$ cat src/pkg/ruc_pkg.sv
// Constants, register map and state type of the remote update configuration control.
package ruc_pkg;

    localparam int CLK_FREQ_MHZ = 40;
    localparam int INIT_TIME_NS = 200;
    localparam int INIT_CYCLES  = (INIT_TIME_NS * CLK_FREQ_MHZ + 999) / 1000;

    localparam int ADR_W = 4;
    localparam logic [ADR_W-1:0] ADR_CTRL   = 4'h0;
    localparam logic [ADR_W-1:0] ADR_CMD    = 4'h4;
    localparam logic [ADR_W-1:0] ADR_STATUS = 4'h8;

    localparam int PAGE_W = 3;
    localparam int TO_W   = 12;

    localparam int CTRL_PAGE_LSB = 0;
    localparam int CTRL_WDEN_BIT = 3;
    localparam int CTRL_TO_LSB   = 4;

    localparam int CMD_RECONF_BIT = 0;
    localparam int CMD_KICK_BIT   = 1;

    localparam int STAT_CAUSE_LSB  = 0;
    localparam int STAT_CLEAR_BIT  = 0;
    localparam int STAT_PAGE_LSB   = 2;
    localparam int STAT_APP_BIT    = 5;
    localparam int STAT_LOCAL_BIT  = 6;
    localparam int STAT_FAILED_LSB = 8;

    localparam logic [PAGE_W-1:0] FACTORY_PAGE  = 3'h0;
    localparam logic [PAGE_W-1:0] NEXT_PAGE_RST = 3'h1;
    localparam logic [TO_W-1:0]   WD_TO_RST     = 12'h100;

    localparam logic [1:0] CAUSE_NONE     = 2'h0;
    localparam logic [1:0] CAUSE_LOAD_ERR = 2'h1;
    localparam logic [1:0] CAUSE_WDOG     = 2'h2;

    typedef enum logic [2:0] {
        ST_WAIT_CE,
        ST_ARM,
        ST_LOAD,
        ST_INIT,
        ST_USER
    } ruc_state_e;

endpackage

$ cat src/logic/ruc_config_ctrl.sv
// Remote and local update configuration control with a Wishbone register slave.
`timescale 1ns/1ps
`default_nettype none
// Function
// - Remote mode power-up loads the image held at page zero.
// - Factory logic writes the control register with the next application page.
// - Factory logic chooses watchdog enable and timeout for the next application.
// - Watchdog expiry records the cause in status and reloads the factory image.
// - Watchdog is held off while the factory image is active.
// - Remote-mode application load failure records the cause and reloads the factory image.
// - After reading status, factory logic selects the next page to load.
// - Error-free application load enters user mode and runs it.
// - Page selection covers up to seven application images.
// - Local mode loads its single application at power-up without the factory image.
// - Devices chain by wiring chain enable out to the next chain enable in.
// - User pins tri-state until initialization resets and enables them.
module ruc_config_ctrl
    import ruc_pkg::*;
#(
    parameter logic [PAGE_W-1:0] LOCAL_PAGE  = 3'h1,
    parameter int                WD_PRESCALE = 1024
)
(
    input  wire logic              ref_clk_i,
    input  wire logic              sys_rst_i,
    input  wire logic              wb_cyc_i,
    input  wire logic              wb_stb_i,
    input  wire logic              wb_we_i,
    input  wire logic [ADR_W-1:0]  wb_adr_i,
    input  wire logic [3:0]        wb_sel_i,
    input  wire logic [31:0]       wb_dat_i,
    output logic      [31:0]       wb_dat_o,
    output logic                   wb_ack_o,
    input  wire logic              chain_enable_in_n_i,
    output logic                   chain_enable_out_n_o,
    input  wire logic              local_mode_i,
    input  wire logic              load_done_i,
    input  wire logic              load_err_i,
    output logic                   load_req_o,
    output logic      [PAGE_W-1:0] load_page_o,
    output logic                   user_io_oe_n_o,
    output logic                   user_rst_o,
    output logic                   user_mode_o,
    output logic                   app_active_o
);
    localparam int USER_DLY = INIT_CYCLES + 1;
    localparam int IW       = $clog2(INIT_CYCLES + 1);

    if (INIT_CYCLES < 1 || LOCAL_PAGE == FACTORY_PAGE)
    begin : g_chk
        $error("Local page must differ from the factory page.");
    end

    ruc_state_e        state;
    logic [3:0]        meta;
    logic [3:0]        sync;
    logic              ce_s;
    logic              local_s;
    logic              done_s;
    logic              err_s;
    logic              local_mode;
    logic [PAGE_W-1:0] cur_page;
    logic [PAGE_W-1:0] next_page;
    logic              wd_en;
    logic [TO_W-1:0]   wd_timeout;
    logic              wd_arm;
    logic [TO_W-1:0]   wd_limit;
    logic [1:0]        cause;
    logic [PAGE_W-1:0] failed_page;
    logic [IW-1:0]     init_cnt;
    logic              wd_expire;
    logic              wd_run;
    logic              wb_req;
    logic              wr;
    logic              reconf_req;
    logic              kick;
    logic              ev_load_err;
    logic              ev_wdog;
    logic              loading_app;

    // Pins from the memory and the chain pass two flip-flops first.
    always_ff @(posedge ref_clk_i)
    begin
        if (sys_rst_i)
        begin
            meta <= 4'h8;
            sync <= 4'h8;
        end
        else
        begin
            meta <= {chain_enable_in_n_i, local_mode_i, load_done_i, load_err_i};
            sync <= meta;
        end
    end

    assign ce_s    = ~sync[3];
    assign local_s = sync[2];
    assign done_s  = sync[1];
    assign err_s   = sync[0];

    assign wb_req     = wb_cyc_i & wb_stb_i & ~wb_ack_o;
    assign wr         = wb_req & wb_we_i;
    assign reconf_req = wr && wb_adr_i == ADR_CMD && wb_sel_i[0] && wb_dat_i[CMD_RECONF_BIT];
    assign kick       = wr && wb_adr_i == ADR_CMD && wb_sel_i[0] && wb_dat_i[CMD_KICK_BIT];

    assign loading_app = !local_mode && cur_page != FACTORY_PAGE;
    assign ev_load_err = state == ST_LOAD && err_s && loading_app;
    assign ev_wdog     = state == ST_USER && wd_expire;
    assign wd_run      = state == ST_USER && app_active_o && wd_arm;

    always_ff @(posedge ref_clk_i)
    begin
        if (sys_rst_i)
            wb_ack_o <= 1'b0;
        else
            wb_ack_o <= wb_req;
    end

    always_ff @(posedge ref_clk_i)
    begin
        if (sys_rst_i)
            wb_dat_o <= 32'h0000_0000;
        else if (wb_req && !wb_we_i)
        begin
            wb_dat_o <= 32'h0000_0000;
            case (wb_adr_i)
                ADR_CTRL:
                begin
                    wb_dat_o[CTRL_PAGE_LSB +: PAGE_W] <= next_page;
                    wb_dat_o[CTRL_WDEN_BIT]           <= wd_en;
                    wb_dat_o[CTRL_TO_LSB +: TO_W]     <= wd_timeout;
                end
                ADR_STATUS:
                begin
                    wb_dat_o[STAT_CAUSE_LSB +: 2]        <= cause;
                    wb_dat_o[STAT_PAGE_LSB +: PAGE_W]    <= cur_page;
                    wb_dat_o[STAT_APP_BIT]               <= app_active_o;
                    wb_dat_o[STAT_LOCAL_BIT]             <= local_mode;
                    wb_dat_o[STAT_FAILED_LSB +: PAGE_W]  <= failed_page;
                end
                default: wb_dat_o <= 32'h0000_0000;
            endcase
        end
    end

    // Control register: next page and watchdog choice for the next application.
    always_ff @(posedge ref_clk_i)
    begin
        if (sys_rst_i)
        begin
            next_page  <= NEXT_PAGE_RST;
            wd_en      <= 1'b0;
            wd_timeout <= WD_TO_RST;
        end
        else if (wr && wb_adr_i == ADR_CTRL)
        begin
            if (wb_sel_i[0])
            begin
                next_page       <= wb_dat_i[CTRL_PAGE_LSB +: PAGE_W];
                wd_en           <= wb_dat_i[CTRL_WDEN_BIT];
                wd_timeout[3:0] <= wb_dat_i[CTRL_TO_LSB +: 4];
            end
            if (wb_sel_i[1])
                wd_timeout[TO_W-1:4] <= wb_dat_i[CTRL_TO_LSB + 4 +: TO_W - 4];
        end
    end

    // Cause is sticky; a hardware event wins over a software clear.
    always_ff @(posedge ref_clk_i)
    begin
        if (sys_rst_i)
        begin
            cause       <= CAUSE_NONE;
            failed_page <= FACTORY_PAGE;
        end
        else if (ev_load_err)
        begin
            cause       <= CAUSE_LOAD_ERR;
            failed_page <= cur_page;
        end
        else if (ev_wdog)
        begin
            cause       <= CAUSE_WDOG;
            failed_page <= cur_page;
        end
        else if (wr && wb_adr_i == ADR_STATUS && wb_sel_i[0] && wb_dat_i[STAT_CLEAR_BIT])
            cause <= CAUSE_NONE;
    end

    ruc_watchdog #(
        .TW  (TO_W),
        .PRE (WD_PRESCALE)
    ) u_wdog (
        .ref_clk_i (ref_clk_i),
        .sys_rst_i (sys_rst_i),
        .en_i      (wd_run),
        .kick_i    (kick),
        .limit_i   (wd_limit),
        .expire_o  (wd_expire)
    );

    always_ff @(posedge ref_clk_i)
    begin
        if (sys_rst_i)
        begin
            state                <= ST_WAIT_CE;
            local_mode           <= 1'b0;
            cur_page             <= FACTORY_PAGE;
            wd_arm               <= 1'b0;
            wd_limit             <= WD_TO_RST;
            init_cnt             <= '0;
            load_req_o           <= 1'b0;
            load_page_o          <= FACTORY_PAGE;
            user_io_oe_n_o       <= 1'b1;
            user_rst_o           <= 1'b0;
            user_mode_o          <= 1'b0;
            app_active_o         <= 1'b0;
            chain_enable_out_n_o <= 1'b1;
        end
        else
        begin
            case (state)
                ST_WAIT_CE:
                    if (ce_s)
                    begin
                        local_mode <= local_s;
                        cur_page   <= local_s ? LOCAL_PAGE : FACTORY_PAGE;
                        state      <= ST_ARM;
                    end
                ST_ARM:
                    if (!done_s && !err_s)
                    begin
                        load_req_o  <= 1'b1;
                        load_page_o <= cur_page;
                        state       <= ST_LOAD;
                    end
                ST_LOAD:
                    if (err_s)
                    begin
                        load_req_o <= 1'b0;
                        state      <= ST_ARM;
                        if (loading_app)
                        begin
                            cur_page <= FACTORY_PAGE;
                            wd_arm   <= 1'b0;
                        end
                    end
                    else if (done_s)
                    begin
                        load_req_o <= 1'b0;
                        user_rst_o <= 1'b1;
                        init_cnt   <= IW'(INIT_CYCLES - 1);
                        state      <= ST_INIT;
                    end
                ST_INIT:
                    if (init_cnt == '0)
                    begin
                        user_rst_o           <= 1'b0;
                        user_io_oe_n_o       <= 1'b0;
                        user_mode_o          <= 1'b1;
                        app_active_o         <= local_mode || cur_page != FACTORY_PAGE;
                        chain_enable_out_n_o <= 1'b0;
                        state                <= ST_USER;
                    end
                    else
                        init_cnt <= init_cnt - 1'b1;
                ST_USER:
                    if (ev_wdog || reconf_req)
                    begin
                        user_io_oe_n_o <= 1'b1;
                        user_mode_o    <= 1'b0;
                        app_active_o   <= 1'b0;
                        state          <= ST_ARM;
                        if (local_mode)
                            cur_page <= LOCAL_PAGE;
                        else if (ev_wdog || app_active_o)
                        begin
                            cur_page <= FACTORY_PAGE;
                            wd_arm   <= 1'b0;
                        end
                        else
                        begin
                            cur_page <= next_page;
                            wd_arm   <= wd_en;
                            wd_limit <= wd_timeout;
                        end
                    end
                default: state <= ST_WAIT_CE;
            endcase
        end
    end

    factory_boot_a: assert property (@(posedge ref_clk_i) disable iff (sys_rst_i)
        (state == ST_WAIT_CE && ce_s && !local_s) |=> (state == ST_ARM && cur_page == FACTORY_PAGE))
        else $error("Remote power-up did not select the factory page.");
    local_boot_a: assert property (@(posedge ref_clk_i) disable iff (sys_rst_i)
        (state == ST_WAIT_CE && ce_s && local_s) |=> (cur_page == LOCAL_PAGE && local_mode))
        else $error("Local power-up did not select the local page.");
    page_select_a: assert property (@(posedge ref_clk_i) disable iff (sys_rst_i)
        (state == ST_USER && reconf_req && !app_active_o && !local_mode && !wd_expire)
            |=> (cur_page == $past(next_page) && wd_arm == $past(wd_en)))
        else $error("Factory reconfiguration did not take the selected page.");
    wd_factory_off_a: assert property (@(posedge ref_clk_i) disable iff (sys_rst_i)
        (state == ST_USER && !app_active_o) |-> (!wd_run && !wd_expire))
        else $error("Watchdog ran under the factory image.");
    wd_fallback_a: assert property (@(posedge ref_clk_i) disable iff (sys_rst_i)
        (ev_wdog && !local_mode) |=> (cause == CAUSE_WDOG && cur_page == FACTORY_PAGE
            && state == ST_ARM))
        else $error("Watchdog expiry did not record and fall back.");
    load_err_fallback_a: assert property (@(posedge ref_clk_i) disable iff (sys_rst_i)
        ev_load_err |=> (cause == CAUSE_LOAD_ERR && cur_page == FACTORY_PAGE && !load_req_o))
        else $error("Load error did not record and fall back.");
    user_entry_a: assert property (@(posedge ref_clk_i) disable iff (sys_rst_i)
        (state == ST_LOAD && done_s && !err_s) |-> ##USER_DLY (user_mode_o && state == ST_USER))
        else $error("Successful load did not reach user mode in time.");
    io_tristate_a: assert property (@(posedge ref_clk_i) disable iff (sys_rst_i)
        (state != ST_USER) |-> (user_io_oe_n_o && !user_mode_o))
        else $error("User pins enabled outside user mode.");
    chain_pass_a: assert property (@(posedge ref_clk_i) disable iff (sys_rst_i)
        user_mode_o |-> !chain_enable_out_n_o)
        else $error("Chain enable not passed on in user mode.");
    app_boot_c: cover property (@(posedge ref_clk_i) disable iff (sys_rst_i) $rose(app_active_o));
    wd_timeout_c: cover property (@(posedge ref_clk_i) disable iff (sys_rst_i) ev_wdog);
    load_err_c: cover property (@(posedge ref_clk_i) disable iff (sys_rst_i) ev_load_err);
    local_boot_c: cover property (@(posedge ref_clk_i) disable iff (sys_rst_i)
        user_mode_o && local_mode);
endmodule // ruc_config_ctrl
`default_nettype wire

$ cat src/logic/ruc_watchdog.sv
// User watchdog: prescaled down counter reloaded on every kick.
`timescale 1ns/1ps
`default_nettype none
module ruc_watchdog
    import ruc_pkg::*;
#(
    parameter int TW  = 12,
    parameter int PRE = 1024
)
(
    input  wire logic          ref_clk_i,
    input  wire logic          sys_rst_i,
    input  wire logic          en_i,
    input  wire logic          kick_i,
    input  wire logic [TW-1:0] limit_i,
    output logic               expire_o
);
    localparam int PW = (PRE > 1) ? $clog2(PRE) : 1;

    if (PRE < 2 || TW < 1)
    begin : g_chk
        $error("Watchdog prescale must be at least 2 and width at least 1.");
    end

    logic [PW-1:0] pre;
    logic [TW-1:0] cnt;

    // A kick or a disabled watchdog restarts the full interval.
    always_ff @(posedge ref_clk_i)
    begin
        if (sys_rst_i || !en_i || kick_i)
        begin
            pre      <= '0;
            cnt      <= limit_i;
            expire_o <= 1'b0;
        end
        else
        begin
            expire_o <= 1'b0;
            if (pre == PW'(PRE - 1))
            begin
                pre <= '0;
                if (cnt == '0)
                    expire_o <= 1'b1;
                else
                    cnt <= cnt - 1'b1;
            end
            else
                pre <= pre + 1'b1;
        end
    end

    kick_reload_a: assert property (@(posedge ref_clk_i) disable iff (sys_rst_i)
        (en_i && kick_i) |=> (cnt == $past(limit_i) && pre == '0))
        else $error("Watchdog kick did not reload the counter.");

    expire_en_a: assert property (@(posedge ref_clk_i) disable iff (sys_rst_i)
        expire_o |-> ($past(en_i) && $past(cnt) == '0 && !$past(kick_i)))
        else $error("Watchdog expired without running out.");

endmodule // ruc_watchdog
`default_nettype wire

$ cat config.mk
export PLATFORM = sky130hd
export DESIGN_NAME = ruc_config_ctrl
export DESIGN_NICKNAME = d
export VERILOG_FILES = /design/src/pkg/ruc_pkg.sv /design/src/logic/ruc_config_ctrl.sv /design/src/logic/ruc_watchdog.sv
export SDC_FILE = /design/constraint.sdc
export NUM_CORES = 1
export LEC_CHECK = 0
export ABC_AREA = 1
export BUFFER_PORTS_ARGS = -buffer_cell sky130_fd_sc_hd__buf_2
export CORE_UTILIZATION = 40
export DETAILED_ROUTE_END_ITERATION = 12
export GPL_ROUTABILITY_DRIVEN = 0
export SLEW_MARGIN = 20
export SYNTH_ARGS = -nofsm -noshare
export SYNTH_HDL_FRONTEND = slang
export SYNTH_SLANG_ARGS = --single-unit
$ cat constraint.sdc
create_clock -name ref_clk_i -period 3 [get_ports ref_clk_i]
set_clock_uncertainty 0.1 [all_clocks]
set_input_delay 0 -clock ref_clk_i [delete_from_list [all_inputs] [get_ports ref_clk_i]]
set_output_delay 0 -clock ref_clk_i [all_outputs]
set_load 0.005 [all_outputs]
* Yosys cells after proc, flatten, opt, wreduce, memory -nomap -nowiden
Index checks and enable logic that the tools add are counted.
Word-level totals: register bits 102, latch bits 0, bits in writable memories 0, bits in read-only memories 0, input bits 49, output and inout bits 42, word-level logic and storage cells 167, memories 0
Operators by class: add/subtract/negate cells 3, multipliers 0, divide/modulo/power cells 0, order comparisons 0, equal/unequal tests 19, shifts and indexed selects 0, multiplexer cells 53, bitwise gates (word level) 8, reduce and logical (&&, ||, !) cells 57
Operators by type and width (count):
- $mux W3 | 14
- $mux W12 | 3
- $mux W1 | 19
- $ne A2 B2 Y1 const B | 9
- $logic_and A1 B1 Y1 | 16
- $pmux W3 S5 | 1
- $reduce_and A5 Y1 | 3
- $pmux W7 S2 | 1
- $reduce_bool A2 Y1 | 7
- $logic_not A12 Y1 | 1
- $mux W4 | 3
- $pmux W1 S2 | 6
- $reduce_and A2 Y1 | 6
- $reduce_and A4 Y1 | 3
- $sub A12 B1 Y12 const B | 1
- $add A10 B1 Y10 const B | 1
- $eq A10 B10 Y1 const B | 1
- $pmux W3 S3 | 1
- $reduce_bool A3 Y1 | 3
- $logic_not A4 Y1 | 2
- $pmux W4 S2 | 1
- $eq A3 B2 Y1 const B | 2
- $pmux W3 S2 | 1
- $reduce_and A3 Y1 | 2
- other kinds (15) | 33

* Longest topological paths before layout
Gate-level depths: netlist (run 1).
word-level depth 9, mapped depth 10, gate-level depth less buffers 10

* By module
A second synthesis (run 1) with hierarchy kept.
Second synthesis, totals: cell total of the unflattened synthesis 606, area, all modules 4657.0 um2
By module, submodules not included:
- ruc_config_ctrl | times used 1, cells each 443, area an instance 3378.2 um2, seq. area each 1581.5 um2
- ruc_watchdog | times used 1, cells each 163, area an instance 1278.7 um2, seq. area each 580.6 um2

* Least setup slack after synthesis (run 1)
No wires, ideal clock.
path type register to register, start register u_wdog.pre[0], end register u_wdog.cnt[0] (enable), data arrival time 1.970 ns, required time 2.502 ns, slack 0.532 ns, cell stages (with the launch flop) 8, path buffers 0, clock period less this slack 2.468 ns, cells stage by stage dfxtp_1 > ha_1 > nand2_1 > nor2_1 > nand3_1 > nor2_1 > nand2_1 > o21ai_0
On the way: word-level cells in the longest chain between the ends 3
RTL lines:
- start, declared | line ruc_watchdog.sv:25 | logic [PW-1:0] pre;
- start signal, assigned | line ruc_watchdog.sv:49 | pre <= pre + 1'b1;
- $eq A10 B10 Y1 | line ruc_watchdog.sv:40 | if (pre == PW'(PRE - 1))
- $reduce_bool A2 Y1 (no source line)
- $reduce_and A2 Y1 (no source line)
- end signal, assigned | line ruc_watchdog.sv:34 | cnt <= limit_i;
- end signal, assigned | line ruc_watchdog.sv:46 | cnt <= cnt - 1'b1;
- end, declared | line ruc_watchdog.sv:26 | logic [TW-1:0] cnt;
No other way between the ends. A chain may end at the register's enable or synchronous reset.

* Worst setup path after layout (run 1)
start register wb_ack_o, end register wd_timeout[8]
On the way: word-level cells in the longest chain between the ends 5
RTL lines:
- start, declared | line ruc_config_ctrl.sv:33 | output logic wb_ack_o,
- start signal, assigned | line ruc_config_ctrl.sv:116 | wb_ack_o <= wb_req;
- $not A1 Y1 | line ruc_config_ctrl.sv:101 | assign wb_req = wb_cyc_i & wb_stb_i & ~wb_ack_o;
- $and A1 B1 Y1 | line ruc_config_ctrl.sv:101
- $and A1 B1 Y1 | line ruc_config_ctrl.sv:102 | assign wr = wb_req & wb_we_i;
- $logic_and A1 B1 Y1 | line ruc_config_ctrl.sv:155 | else if (wr && wb_adr_i == ADR_CTRL)
- $reduce_and A2 Y1 (no source line)
- end signal, assigned by index | line ruc_config_ctrl.sv:164 | wd_timeout[TO_W-1:4] <= wb_dat_i[CTRL_TO_LSB + 4 +: TO_W - 4];
- end, declared | line ruc_config_ctrl.sv:65 | logic [TO_W-1:0] wd_timeout;
No other way between the ends.

==> impl_metrics.toml, run 1 <==
[run_status]
status = "finished, final reports clean"

[route]
route.detailed.drc = 0
first_pass_iters = 4
vias = 3862
drt_wl_total_um = 10200
viasPerCell = 4.77
drtIter0Drc = 133
wire_per_inst_um = 12.6
ant_nets = 0

[finish]
n_antenna_cell = 0
area_growth_pct = 19.5
fin_cells = 809
drive_above_1_share = 0.163
design_area_mm2 = 0.00546
fin_nets = 717
fin_util = 0.497

[sta]
slew_violations = 0
rsz0062_at_grt = "false"
whs_ps = 38.4
layout_setup_ws_ps = 483
setup_viol = 0
max_slew_margin = 0.314
fmax_mhz = 397
totalNegativeSetupSlack_ps = 0
min_period_over_period = 0.839
fin_crit_ps = 2520
finalHoldViolations = 0
tightestPinTransition_ps = 1030

[cts]
cts_num_sinks = 102
clkTransAtPathRegs_ps = 70
cts_setup_buffers = 0
cts_root_buf = "clkbuf_16"
cts_tree = "yes"
clk_latency_ps = 340
cts_made_buffers = 9
cts_max_level = 3
cts_buffer_depth = 2

[die]
fp.dieH_um = 109
dieArea_mm2 = 0.0119
core_mm2 = 0.0110
initial_core_util = 0.416
num_rows = 38
die_x_um = 109
io_pins = 91

[synthesis]
netlist_area_mm2 = 0.00457
synth_edf_count = 12
yosysWarnings = 0
ys_top_cells_by_area = "dfxtp_1 (39%), nand2_1 (9.4%), edfxtp_1 (7.9%), nor2_1 (6.8%), o21ai_0 (4.8%)"
synthTopCellsByCount = "nand2_1 (115), dfxtp_1 (90), nor2_1 (83)"
synth.most_common_cell = "nand2_1"
synth.largest_area_cell = "dfxtp_1"
avgSynthCellArea_um2 = 7.83
yosys.area.top_type_share = 0.394
seq_area_frac_synth = 0.473
ys_ff_latch = 102
synthArstFlopShare = 0
synthCells = 584
ys_types = 43
ys_dominant_reg_cell = "dfxtp_1"

[place]
dpl.hpwl_um = 7130
portBuffers = 56
dp_slack_ps = 803
dp.cells = 768
placed_cell_area_mm2 = 0.00491

[pwr]
power.share.combinational = 0.154
p_sw_frac = 0.268
pwr-share-seq = 0.474
internal_power_mw = 2.34
p_sw_uw = 856
p_per_area_mw_per_mm2 = 585
ir_drop_mv = 0.281
power_mw = 3.20
p_leak_nw = 2.38
clkPwrFrac = 0.372

[grt]
grt_first_pass_wirelength_um = 17000
grt_pass1_vias = 3591
antenna_found_initial = 0
grt_overflow = 0
grt_max_degree = 46
grt_usage = 0.185

[worst_setup_path]
worst_ep_required_time_ps = 3190
crit_type = "reg -> reg"
cp_max_fo = 9
crit_arrival_ps = 2710
cp-end-kind = "flip-flop"
startpoint_type = "flip-flop"

[job]
maxCapViolCount = 0

[min_path]
hold_class = "in -> reg"
## state kept, by name, indices dropped and copies added (netlist names), 4 cells and up
| signal | flops |
|---|---|
| u_wdog.cnt | 12 |
| wd_timeout | 12 |
| meta | 4 |
| u_wdog.pre | 10 |
| wd_limit | 12 |
| init_cnt | 4 |
| wb_dat_o | 16 |
| sync | 4 |
## final cells by class
class                   count  area (um^2)
clock buffers              13          262
clock inverters             3         42.5
fillers                  1047         5520
inverters                  63          241
multi-input cells         404         2030
flip-flops and latches    102         2160
well taps                 140          175
repair buffers             84          553
## what timing repair did
action,in CTS,in global routing
gates resized for setup,0,0
hold buffers,25,0
endpoints found under the hold margin,23,0
## power by group through the flow
stage	clock, mW	sequential [mW]	combinational [mW]
after floorplan	0	1.54	0.351
final	1.19	1.52	0.491
after detailed placement	0	1.55	0.464
after CTS	1.22	1.52	0.489
after global routing	1.27	1.53	0.561
after global placement	0	1.54	0.453
## cells in the final DEF, fill, tap and decap left out, drive strengths merged, types with 3 or more instances in the layout
| master | instances |
|---|---|
| edfxtp | 12 |
| nand3 | 31 |
| dfxtp | 90 |
| dlygate4sd3 | 25 |
| nand2 | 124 |
| or2 | 4 |
| o21ai | 45 |
| nor3 | 9 |
| nor2 | 91 |
| ha | 4 |
| nand4 | 3 |
| o21a | 5 |
| xnor2 | 4 |
| xor2 | 8 |
| a31oi | 10 |
| buf | 59 |
| a21oi | 40 |
| clkbuf | 13 |
| inv | 62 |
| conb | 16 |
## cell families after synthesis
family          Yosys count  synth area share
flops                   102             0.473
buf+inv                  93            0.0963
simple gates            267             0.272
xor+xnor                 12            0.0230
other cells               1          0.000820
fa+ha+maj                 4            0.0109
compound gates          105             0.124
## worst paths after layout
| path | start | to | slack [ps] | cells past startpoint |
|---|---|---|---|---|
| max | wb_ack_o | wd_timeout[8] | 480 | 9 |
| min | wb_sel_i[1] | wd_timeout[9] | 40 | 5 |
| max reg2reg | wb_ack_o | wd_timeout[8] | 480 | 9 |
| min reg2reg | meta[1] | sync[1] | 300 | 2 |
## critical path, cell delays in order (launching register included)
cell and delay (ps):
dfxtp_1 310, inv_1 60, nand3_2 90, nor2_2 170
nand2_1 120, nor2_2 290, nand2_1 90, dlygate4sd3_1 570
o211ai_1 90, dlygate4sd3_1 570
## metal layers
layer  vias up  wire length, um  GRT usage
met2        74             4950      0.316
li1       2013                -          -
met1      1765             4790      0.233
met5         -                0          0
met4         0              107     0.0569
met3        10              378     0.0377
(Power assumes the default switching activity.)
==> run 2: changes to the inputs <==
==> constraint.sdc (replaced) <==
create_clock -name ref_clk_i -period 2.3 [get_ports ref_clk_i]
set_clock_uncertainty 0.1 [all_clocks]
set_input_delay 0 -clock ref_clk_i [delete_from_list [all_inputs] [get_ports ref_clk_i]]
set_output_delay 0 -clock ref_clk_i [all_outputs]
set_load 0.005 [all_outputs]
==> run 2 against run 1 <==
  * Global-route usage decreased by 0.25 points
  * Final area decreased by 0.57%
  * Count of clock-buffer cells in the layout decreased by 2
  * Hold slack improved by 3.3 ps
  * Largest cell class unchanged
  * Highest routed layer unchanged
==> impl_metrics.toml, run 2 (synthesis results as in run 1) <==
[sta]
slew_violations = 0
totalNegativeSetupSlack_ps = 0
max_slew_margin = 0.307
fin_crit_ps = 1920
rsz0062_at_grt = "false"
min_period_over_period = 0.836
tightestPinTransition_ps = 1040
finalHoldViolations = 0
setup_viol = 0
fmax_mhz = 520

[die]
core_mm2 = 0.0110
initial_core_util = 0.416
num_rows = 38
io_pins = 91
dieArea_mm2 = 0.0119
fp.dieH_um = 109
die_x_um = 109

[cts]
cts_root_buf = "clkbuf_16"
clk_latency_ps = 340
cts_max_level = 3
cts_setup_buffers = 0
cts_buffer_depth = 2
cts_made_buffers = 9
cts_num_sinks = 102
cts_tree = "yes"
clkTransAtPathRegs_ps = 70

[worst_setup_path]
crit_arrival_ps = 1860
slowest_stage = "dfxtp_1"
critical-path-max-stage-delay_ps = 350
crit_type = "reg -> reg"
cp-end-kind = "flip-flop"
worstPathCellList = "ha_1 > nand2_1 > nor2_1 > nand3_1 > nor2_1 > nand2_1 > o21ai_1 > buf_4"
worst_ep_required_time_ps = 2240
cp_max_fo = 12
startpoint_type = "flip-flop"

[grt]
grt_pass1_vias = 3690
grt_overflow = 0
antenna_found_initial = 0
grt_first_pass_wirelength_um = 16800
grt_usage = 0.182
grt_max_degree = 36

[route]
drtIter0Drc = 162
wire_per_inst_um = 12.6
vias = 3843
route.detailed.drc = 0
ant_nets = 0
drt_wl_total_um = 10200
first_pass_iters = 4
viasPerCell = 4.74

[place]
dp.cells = 770
portBuffers = 56
dpl.hpwl_um = 7290

[finish]
n_antenna_cell = 0
largest_register_ffs = 16
drive_above_1_share = 0.166
regArea_mm2 = 0.00216
n_fill_cell = 1079
fin_nets = 718
area_growth_pct = 18.8
multi_input_area_mm2 = 0.00203
regMostFlops = "wb_dat_o"
layout_common_cells = "nand2_1 (115), dfxtp_1 (90), nor2_1 (83)"
fin_cells = 810
final_common_cell = "nand2_1"

[pwr]
p_leak_nw = 2.37
p_per_area_mw_per_mm2 = 738
ir_drop_mv = 0.378

[min_path]
hold_class = "in -> reg"

[job]
maxCapViolCount = 0

[run_status]
status = "finished, final reports clean"
-- run 2: worst paths after layout --
kind / startpoint / end / slack (ps) / depth (start not counted)
setup / recovery: u_wdog.pre[0] / u_wdog.cnt[5] / 380 / 8
hold reg to reg: meta[1] / sync[1] / 300 / 2
hold / removal: wb_we_i / wb_dat_o[8] / 40 / 6
setup reg to reg: u_wdog.pre[0] / u_wdog.cnt[5] / 380 / 8
-- run 2: final cells by class --
cell class / instances / area share
multi-input cells: 404 / 0.373
well taps: 140 / 0.0323
repair buffers: 85 / 0.103
clock inverters: 5 / 0.00645
inverters: 63 / 0.0445
flip-flops and latches: 102 / 0.398
clock buffers: 11 / 0.0429
-- run 2: repair_timing --
action,in CTS,in global routing
gates resized for setup,0,0
hold buffers,24,0
hold endpoints to repair,29,0
-- run 2: stage by stage --
step | setup WS (ps) | util | hold slack, ps | instance area, um^2 | total power, mW
global route | 197 | 0.494 | 77.8 | 5430 | 4.23
floorplan | 159 | - | 3.81 | 4630 | 2.46
finish | 377 | 0.494 | 41.7 | 5430 | 4.01
global placement | 393 | 0.448 | 98.0 | 4920 | 2.60
detailed placement | 379 | 0.448 | 101 | 4920 | 2.62
CTS | 367 | 0.494 | 31.8 | 5430 | 4.03
-- run 2: critical path: cells and delay by family (launching register included) --
kind            cells  cell delay [ps]
compound gates      1              150
fa+ha+maj           1              170
buf+inv             1              220
flops               1              350
simple gates        5              640
-- run 2: routing by layer --
metal  track usage  vias to the layer above  wire length (um)
li1              -                     2012                 -
met1         0.239                     1742              4900
met2         0.295                       75              4780
met3        0.0347                       14               325
met4        0.0724                        0               170
met5             0                        -                 0
-- run 2: power breakdown --
part	switching (mW)	internal, mW
Combinational	0.395	0.247
Sequential	0.0811	1.89
Clock	0.657	0.735
